==> src/pkg/abs_enc_consts.svh <==
// Constants of the absolute encoder readout: timing, framing and character codes.
// Assumes a 10 MHz system clock; every cycle count below is derived from it.
`ifndef ABS_ENC_CONSTS_SVH
`define ABS_ENC_CONSTS_SVH

`define CLK_HZ 10000000
`define SEN_WAIT_MS 100
`define SETTLE_MS 50
`define SEN_WAIT_CYC ((`SEN_WAIT_MS * `CLK_HZ) / 1000)
`define SETTLE_CYC ((`SETTLE_MS * `CLK_HZ) / 1000)
`define BAUD_BPS 9600
`define BIT_CYC (`CLK_HZ / `BAUD_BPS)
`define CHAR_COUNT 8
`define LAST_CHAR 3'h7
`define FIRST_DIGIT 3'h2
`define PULSE_SHIFT 12
`define CH_P 7'h50
`define CH_A 7'h41
`define CH_PLUS 7'h2b
`define CH_MINUS 7'h2d
`define CH_ZERO 7'h30
`define CH_NINE 7'h39
`define CH_CR 7'h0d

`endif

==> src/pkg/abs_enc_pkg.sv <==
// Types shared by the absolute encoder readout modules.
// Constants live in the companion header.
package abs_enc_pkg;

    typedef enum logic [2:0] {
        st_idle,
        st_wait,
        st_rx,
        st_settle,
        st_run,
        st_fault
    } readout_state_t;

    typedef enum logic [1:0] {
        rx_idle,
        rx_start,
        rx_bits,
        rx_stop
    } rx_state_t;

    typedef struct packed {
        logic valid;
        logic fault;
        logic [6:0] data;
    } rx_char_t;

endpackage : abs_enc_pkg

==> src/rtl/absolute_encoder_readout.sv <==
// Start-up readout of an absolute encoder: serial revolution count, initial pulses, then tracking.
// Assumes run_cmd and setup_capture come from logic on ref_clk; phase pins are asynchronous.
`timescale 1ns/1ns
`include "abs_enc_consts.svh"

module absolute_encoder_readout import abs_enc_pkg::*; #(
    parameter int SEN_WAIT_CYC = `SEN_WAIT_CYC,
    parameter int SETTLE_CYC = `SETTLE_CYC,
    parameter int BIT_CYC = `BIT_CYC
) (
    // Clock and reset
    input wire logic ref_clk,
    input wire logic rstn,
    // Controller side
    input wire logic run_cmd,
    input wire logic setup_capture,
    // Encoder pins
    input wire logic phase_a,
    input wire logic phase_b,
    output logic sensor_on_request,
    // Results
    output logic signed [31:0] encoder_position,
    output logic signed [31:0] system_position,
    output logic signed [31:0] initial_pulse_count,
    output logic signed [31:0] setup_pulse_offset,
    output logic position_valid,
    output logic incremental_mode,
    output logic abs_error
);

    // Returns +1, -1 or 0 for one step of the quadrature pair.
    function automatic logic signed [31:0] quad_step(input logic [1:0] prev, input logic [1:0] cur);
        logic [3:0] t;
        t = {prev, cur};
        unique case (t)
            4'h1, 4'h7, 4'he, 4'h8: quad_step = 32'sh1;
            4'h2, 4'hb, 4'hd, 4'h4: quad_step = -32'sh1;
            default: quad_step = 32'sh0;
        endcase
    endfunction : quad_step

    function automatic logic is_digit(input logic [6:0] c);
        is_digit = (c >= `CH_ZERO) && (c <= `CH_NINE);
    endfunction : is_digit

    logic [1:0] meta_q, sync_q, prev_q;
    logic run_prev_q;
    rx_char_t rx_char;

    readout_state_t state_q, state_d;
    logic [31:0] cnt_q, cnt_d;
    logic [2:0] idx_q, idx_d;
    logic neg_q, neg_d;
    logic [16:0] rev_q, rev_d;
    logic sen_q, sen_d;
    logic err_q, err_d;
    logic valid_q, valid_d;
    logic inc_q, inc_d;
    logic signed [31:0] pulse_q, pulse_d;
    logic signed [31:0] enc_q, enc_d;
    logic signed [31:0] sys_q, sys_d;
    logic signed [31:0] off_q, off_d;
    logic signed [31:0] rev_s;
    logic signed [31:0] step;

    // Only phase A feeds the receiver; the encoder sends its serial frame on that pin.
    serial_char_rx #(
        .BIT_CYC(BIT_CYC)
    ) u_rx (
        .ref_clk(ref_clk),
        .rstn(rstn),
        .enable(state_q == st_rx),
        .line(sync_q[1]),
        .char_out(rx_char)
    );

    always_ff @(posedge ref_clk) begin
        if (!rstn) begin
            meta_q <= 2'h3;
            sync_q <= 2'h3;
            prev_q <= 2'h3;
            run_prev_q <= 1'b0;
        end else begin
            meta_q <= {phase_a, phase_b};
            sync_q <= meta_q;
            prev_q <= sync_q;
            run_prev_q <= run_cmd;
        end
    end

    always_comb begin
        rev_s = {15'h0000, rev_q};
        if (neg_q) begin
            rev_s = -rev_s;
        end
        step = quad_step(prev_q, sync_q);
        state_d = state_q;
        cnt_d = cnt_q;
        idx_d = idx_q;
        neg_d = neg_q;
        rev_d = rev_q;
        sen_d = sen_q;
        err_d = err_q;
        valid_d = valid_q;
        inc_d = 1'b0;
        pulse_d = pulse_q;
        enc_d = enc_q;
        off_d = setup_capture ? pulse_q : off_q;
        unique case (state_q)
            st_idle: begin
                if (run_cmd && !run_prev_q) begin
                    state_d = st_wait;
                    sen_d = 1'b1;
                    cnt_d = 32'h0;
                    err_d = 1'b0;
                    valid_d = 1'b0;
                end
            end
            st_wait: begin
                cnt_d = cnt_q + 32'h1;
                if (cnt_q == 32'(SEN_WAIT_CYC - 1)) begin
                    state_d = st_rx;
                    idx_d = 3'h0;
                    rev_d = 17'h0;
                    neg_d = 1'b0;
                end
            end
            st_rx: begin
                if (rx_char.valid) begin
                    idx_d = idx_q + 3'h1;
                    if (rx_char.fault) begin
                        state_d = st_fault;
                    end else if (idx_q == 3'h0) begin
                        if (rx_char.data != `CH_P && rx_char.data != `CH_A) begin
                            state_d = st_fault;
                        end
                    end else if (idx_q == 3'h1) begin
                        if (rx_char.data == `CH_MINUS) begin
                            neg_d = 1'b1;
                        end else if (rx_char.data != `CH_PLUS) begin
                            state_d = st_fault;
                        end
                    end else if (idx_q == `LAST_CHAR) begin
                        if (rx_char.data == `CH_CR) begin
                            state_d = st_settle;
                            cnt_d = 32'h0;
                            pulse_d = 32'sh0;
                        end else begin
                            state_d = st_fault;
                        end
                    end else if (is_digit(rx_char.data)) begin
                        rev_d = 17'(rev_q * 17'h0000a + 17'(rx_char.data - `CH_ZERO));
                    end else begin
                        state_d = st_fault;
                    end
                end
            end
            st_settle: begin
                // Initial pulses are gathered over the whole settle window.
                pulse_d = pulse_q + step;
                cnt_d = cnt_q + 32'h1;
                if (cnt_q == 32'(SETTLE_CYC - 1)) begin
                    state_d = st_run;
                    enc_d = (rev_s <<< `PULSE_SHIFT) + pulse_d;
                    valid_d = 1'b1;
                end
            end
            st_run: begin
                inc_d = 1'b1;
                enc_d = enc_q + step;
            end
            st_fault: begin
                err_d = 1'b1;
            end
        endcase
        // A revolution count past the valid range cannot occur: five digits always fit in rev_q, so it is not flagged here.
        if (!run_cmd) begin
            state_d = st_idle;
            sen_d = 1'b0;
            inc_d = 1'b0;
        end
        sys_d = enc_d - off_d;
    end

    always_ff @(posedge ref_clk) begin
        if (!rstn) begin
            state_q <= st_idle;
            cnt_q <= 32'h0;
            idx_q <= 3'h0;
            neg_q <= 1'b0;
            rev_q <= 17'h0;
            sen_q <= 1'b0;
            err_q <= 1'b0;
            valid_q <= 1'b0;
            inc_q <= 1'b0;
            pulse_q <= 32'sh0;
            enc_q <= 32'sh0;
            sys_q <= 32'sh0;
            off_q <= 32'sh0;
        end else begin
            state_q <= state_d;
            cnt_q <= cnt_d;
            idx_q <= idx_d;
            neg_q <= neg_d;
            rev_q <= rev_d;
            sen_q <= sen_d;
            err_q <= err_d;
            valid_q <= valid_d;
            inc_q <= inc_d;
            pulse_q <= pulse_d;
            enc_q <= enc_d;
            sys_q <= sys_d;
            off_q <= off_d;
        end
    end

    assign sensor_on_request = sen_q;
    assign encoder_position = enc_q;
    assign system_position = sys_q;
    assign initial_pulse_count = pulse_q;
    assign setup_pulse_offset = off_q;
    assign position_valid = valid_q;
    assign incremental_mode = inc_q;
    assign abs_error = err_q;
endmodule : absolute_encoder_readout

==> src/rtl/serial_char_rx.sv <==
// Receiver for one asynchronous character: start bit, 7 data bits, even parity, stop bit.
// Assumes its line input is already synchronised to ref_clk.
`timescale 1ns/1ns
`include "abs_enc_consts.svh"

module serial_char_rx import abs_enc_pkg::*; #(
    parameter int BIT_CYC = `BIT_CYC
) (
    // Clock and reset
    input wire logic ref_clk,
    input wire logic rstn,
    // Line
    input wire logic enable,
    input wire logic line,
    // Character out
    output rx_char_t char_out
);

    rx_state_t state_q, state_d;
    logic [15:0] cnt_q, cnt_d;
    logic [3:0] idx_q, idx_d;
    logic [7:0] shift_q, shift_d;
    rx_char_t char_q, char_d;

    always_comb begin
        state_d = state_q;
        cnt_d = cnt_q;
        idx_d = idx_q;
        shift_d = shift_q;
        char_d = '{valid: 1'b0, fault: 1'b0, data: char_q.data};
        if (cnt_q != 16'h0000) begin
            cnt_d = cnt_q - 16'h0001;
        end
        unique case (state_q)
            rx_idle: begin
                if (enable && !line) begin
                    state_d = rx_start;
                    cnt_d = 16'(BIT_CYC / 2);
                end
            end
            rx_start: begin
                // Rechecking at mid-bit rejects short glitches as false starts.
                if (cnt_q == 16'h0000) begin
                    state_d = line ? rx_idle : rx_bits;
                    cnt_d = 16'(BIT_CYC - 1);
                    idx_d = 4'h0;
                end
            end
            rx_bits: begin
                if (cnt_q == 16'h0000) begin
                    shift_d = {line, shift_q[7:1]};
                    cnt_d = 16'(BIT_CYC - 1);
                    idx_d = idx_q + 4'h1;
                    if (idx_q == 4'h7) begin
                        state_d = rx_stop;
                    end
                end
            end
            rx_stop: begin
                if (cnt_q == 16'h0000) begin
                    state_d = rx_idle;
                    char_d.valid = 1'b1;
                    char_d.data = shift_q[6:0];
                    char_d.fault = !line || (^shift_q);
                end
            end
        endcase
        if (!enable) begin
            state_d = rx_idle;
        end
    end

    always_ff @(posedge ref_clk) begin
        if (!rstn) begin
            state_q <= rx_idle;
            cnt_q <= 16'h0000;
            idx_q <= 4'h0;
            shift_q <= 8'h00;
            char_q <= '0;
        end else begin
            state_q <= state_d;
            cnt_q <= cnt_d;
            idx_q <= idx_d;
            shift_q <= shift_d;
            char_q <= char_d;
        end
    end

    assign char_out = char_q;
endmodule : serial_char_rx

==> config.mk <==
export PLATFORM = sky130hd
export DESIGN_NAME = absolute_encoder_readout
export DESIGN_NICKNAME = d
export VERILOG_FILES = /design/src/pkg/abs_enc_pkg.sv /design/src/rtl/absolute_encoder_readout.sv /design/src/rtl/serial_char_rx.sv
export VERILOG_INCLUDE_DIRS = /design/src /design/src/pkg
export SDC_FILE = /design/constraint.sdc
export NUM_CORES = 1
export LEC_CHECK = 0
export ABC_AREA = 1
export BUFFER_PORTS_ARGS = -buffer_cell sky130_fd_sc_hd__buf_2
export CAP_MARGIN = 5
export CORE_MARGIN = 2
export CORE_UTILIZATION = 39
export CTS_CLUSTER_SIZE = 40
export DETAILED_ROUTE_END_ITERATION = 12
export PLACE_DENSITY = 0.63
export REMOVE_ABC_BUFFERS = 1
export SYNTH_ARGS = -nofsm -noshare
export SYNTH_HDL_FRONTEND = slang
export SYNTH_SLANG_ARGS = --single-unit
==> constraint.sdc <==
create_clock -name ref_clk -period 16.7 [get_ports ref_clk]
set_clock_uncertainty 0.1 [all_clocks]
set_input_delay 3.34 -clock ref_clk [delete_from_list [all_inputs] [get_ports ref_clk]]
set_output_delay 3.34 -clock ref_clk [all_outputs]
set_load 0.005 [all_outputs]
==> impl_metrics.env <==
export IMPL_yosysMostFrequentCell="nand2_1"
export IMPL_cts_hold_buffers=0
export IMPL_switching_power_uw=654
export IMPL_rsz0062_at_grt="false"
export IMPL_syn2layout_area_growth_pct=13.1
export IMPL_yosys_mux_area_fraction_pct=1.65
export IMPL_p_int_uw=1190
export IMPL_wl_per_cell_um=16.9
export IMPL_core_um2=44400
export IMPL_p_comb_share_pct=29.8
export IMPL_clkTransAtPathRegs_ps=60
export IMPL_dieArea_um2=46800
export IMPL_p_clk_share_pct=35.4
export IMPL_crit_fanout=33
export IMPL_synth_top_area_cell="dfxtp_1"
export IMPL_pre_cts_ws_ps=9390
export IMPL_power_leakage_uw=0.00975
export IMPL_io_pins=138
export IMPL_relSlewSlack_pct=15.0
export IMPL_cts_htree_levels=1
export IMPL_yosys_top_cells_count="nand2_1, a21oi_1, inv_1"
export IMPL_ys_flop_type="dfxtp_1"
export IMPL_port_buffers=137
export IMPL_grt_remaining_overflow=0
export IMPL_post_cts_repair_setup_buffers=0
export IMPL_crit_start="setup_capture"
export IMPL_synthAdderAreaFrac_pct=13.2
export IMPL_yosysUniqueCellTypes=61
export IMPL_grt_pass1_wl_mm=88.8
export IMPL_clock_path_buffers=3
export IMPL_fin_crit_sh_pct=40.6
export IMPL_min_from="sensor_on_request"
export IMPL_cp_slowest_cell="buf_4"
export IMPL_grt_use_total_pct=23.5
export IMPL_multi_input_area_um2=11500
export IMPL_start_util_pct=39.6
export IMPL_path_class="input pin to flip-flop"
export IMPL_worst_slack_ps=9910
export IMPL_crit_path_max_incr_delay_ps=520
export IMPL_synth_area_um2=17600
export IMPL_seq_area_frac_synth_pct=26.6
export IMPL_power_density_nw_per_um2=92.9
export IMPL_setup_viol=0
export IMPL_drc_errors=0
export IMPL_max_freq_mhz=147
export IMPL_clock_sinks=234
export IMPL_worst_path_most_repeated_cell="o21ai_0"
export IMPL_routed_wl_mm=56.5
export IMPL_finalHoldViolations=0
export IMPL_nNetsFinal=2921
export IMPL_vdd_drop_max_v=0.0000762
export IMPL_path_cells="buf_2 -> buf_4 -> inv_1 -> or2_2 -> o21ai_0 -> inv_1 -> fa_1 -> o21ai_1 -> nand2_1 -> nand2_1 -> a21boi_0 -> o21ai_1 -> nand3_1 -> nand3_1 -> a31oi_1 -> o21ai_0 -> o21ai_0 -> a21oi_1"
export IMPL_die_w_um=216
export IMPL_final_min_clock_period_ps=6790
export IMPL_cts_root_buf="clkbuf_16"
export IMPL_status="finished clean"
export IMPL_via_count=17900
export IMPL_grt_pass1_vias=16600
export IMPL_synth_edff_count=0
export IMPL_drv_slew=0
export IMPL_synth_compound_area_share_pct=20.7
export IMPL_insertedDiodeCount=0
export IMPL_fillCellCount=4616
export IMPL_synth_simple_area_share_pct=25.6
export IMPL_tightest_slew_ps=1280
export IMPL_cp_end_kind="flip-flop"
export IMPL_dr_pass1_iters=6
export IMPL_synth_top_family_by_area="simple AND/OR/NAND/NOR gates"
export IMPL_vias_per_cell=5.34
export IMPL_startpoint_type="input pin"
export IMPL_antenna_found_initial=1
export IMPL_drv_cap=0
export IMPL_cts_tree="yes"
export IMPL_die_h_um=216
export IMPL_drtAntennaViolNets=0
export IMPL_r2r_start="step[30]"
export IMPL_layout_drive_gt1_share_pct=9.04
export IMPL_yosysWarnings=0
export IMPL_grt_max_degree=87
export IMPL_cts_inserted_buffers=30
export IMPL_ys_async_sr_fraction_pct=0
export IMPL_ys_seq_elements=234
export IMPL_dp_hpwl_mm=44.2
export IMPL_netlist_instances=2604
export IMPL_cp_required_ps=17110
export IMPL_row_count=77
export IMPL_synth_top_cells_by_area="dfxtp_1, ha_1, nand2_1"
export IMPL_cp_arrival_ps=7200
export IMPL_synth_xor_area_share_pct=4.28
export IMPL_clk_latency_ps=620
export IMPL_regArea_um2=4690
export IMPL_post_route_util_pct=44.8
export IMPL_synth_top_area_share_pct=26.6
export IMPL_hp_class="flip-flop to flip-flop"
export IMPL_avgSynthCellArea_um2=6.76
export IMPL_routabilityCongestion=0.921
export IMPL_cts_resized=0
export IMPL_drtIter0Drc=1353
export IMPL_setup_tns_ps=0
export IMPL_p_seq_share_pct=34.9
export IMPL_switching_share_pct=35.4
[critical path: cells and delay by family]
kind                     cells  cell delay (ps)
AO/OA/AOI/OAI                8             1670
adder cells (fa/ha/maj)      1              460
buffers and inverters        4              900
AND/OR/NAND/NOR              5              820
[kinds of logic (layout without fill, tap and decap cells)]
logic type / Yosys count / after routing
AOI/OAI and AO/OA: 649 / 649
xor gates and xnor gates: 86 / 86
adders and majority gates: 182 / 182
buffers and inverters: 368 / 519
DFF: 234 / 234
muxes: 29 / 29
and+or+nand+nor: 1056 / 1056
[cell usage in the layout (no fill, tap or decap), drive strengths merged, types with 25 or more instances in the layout]
cell type  count
a21oi        323
a31oi         25
buf          147
clkbuf        45
dfxtp        234
ha           176
inv          318
mux2i         29
nand2        520
nand3        108
nand4         42
nor2         288
nor3          41
o21ai        182
or2           25
xnor2         37
xor2          49
[power groups by stage]
| stage | sequential (uW) | clock, uW | combinational, uW |
|---|---|---|---|
| floorplan | 653 | 0 | 373 |
| finish | 644 | 654 | 550 |
| global placement | 655 | 0 | 533 |
| detailed placement | 655 | 0 | 538 |
| global route | 648 | 691 | 621 |
| CTS | 644 | 669 | 543 |
[worst paths after layout]
kind | endpoint | slack [ps] | cells past startpoint
setup / recovery | system_position[30] | 9910 | 18
hold / removal | sensor_on_request | 360 | 2
setup reg to reg | system_position[29] | 10070 | 28
hold reg to reg | sensor_on_request | 360 | 2
[cell type report]
class	count	share of cell area, %
Multi-Input combinational cell	2002	57.9
Sequential cell	234	23.6
Inverter	318	6.01
Clock buffer	45	4.36
Timing Repair Buffer	147	3.82
Tap cell	592	3.72
Clock inverter	9	0.635
[routing by layer]
metal	track usage [%]	wire (um)	up-vias
met5	0	0	-
met4	5.50	1280	0
met3	4.14	3630	79
met2	37.0	24300	510
met1	33.2	27200	8240
li1	-	-	9060
[sequential cells by signal, summed over array words and instances (netlist names), 4 cells and up, named ones only]
register / flops
cnt_q: 32
encoder_position: 32
initial_pulse_count: 32
setup_pulse_offset: 32
system_position: 32
rev_q: 17
u_rx.cnt_q: 16
u_rx.char_out: 9
u_rx.shift_q: 8
u_rx.idx_q: 4
[metrics by stage]
step	hold slack [ps]	instance area, um^2	instances	power, uW
floorplan	323	17400	2554	1030
global placement	340	18900	3293	1190
detailed placement	348	18900	3293	1190
CTS	357	19900	3347	1860
global route	384	19900	3347	1960
finish	356	19900	3347	1850
Power figures use the tool's default switching activity.
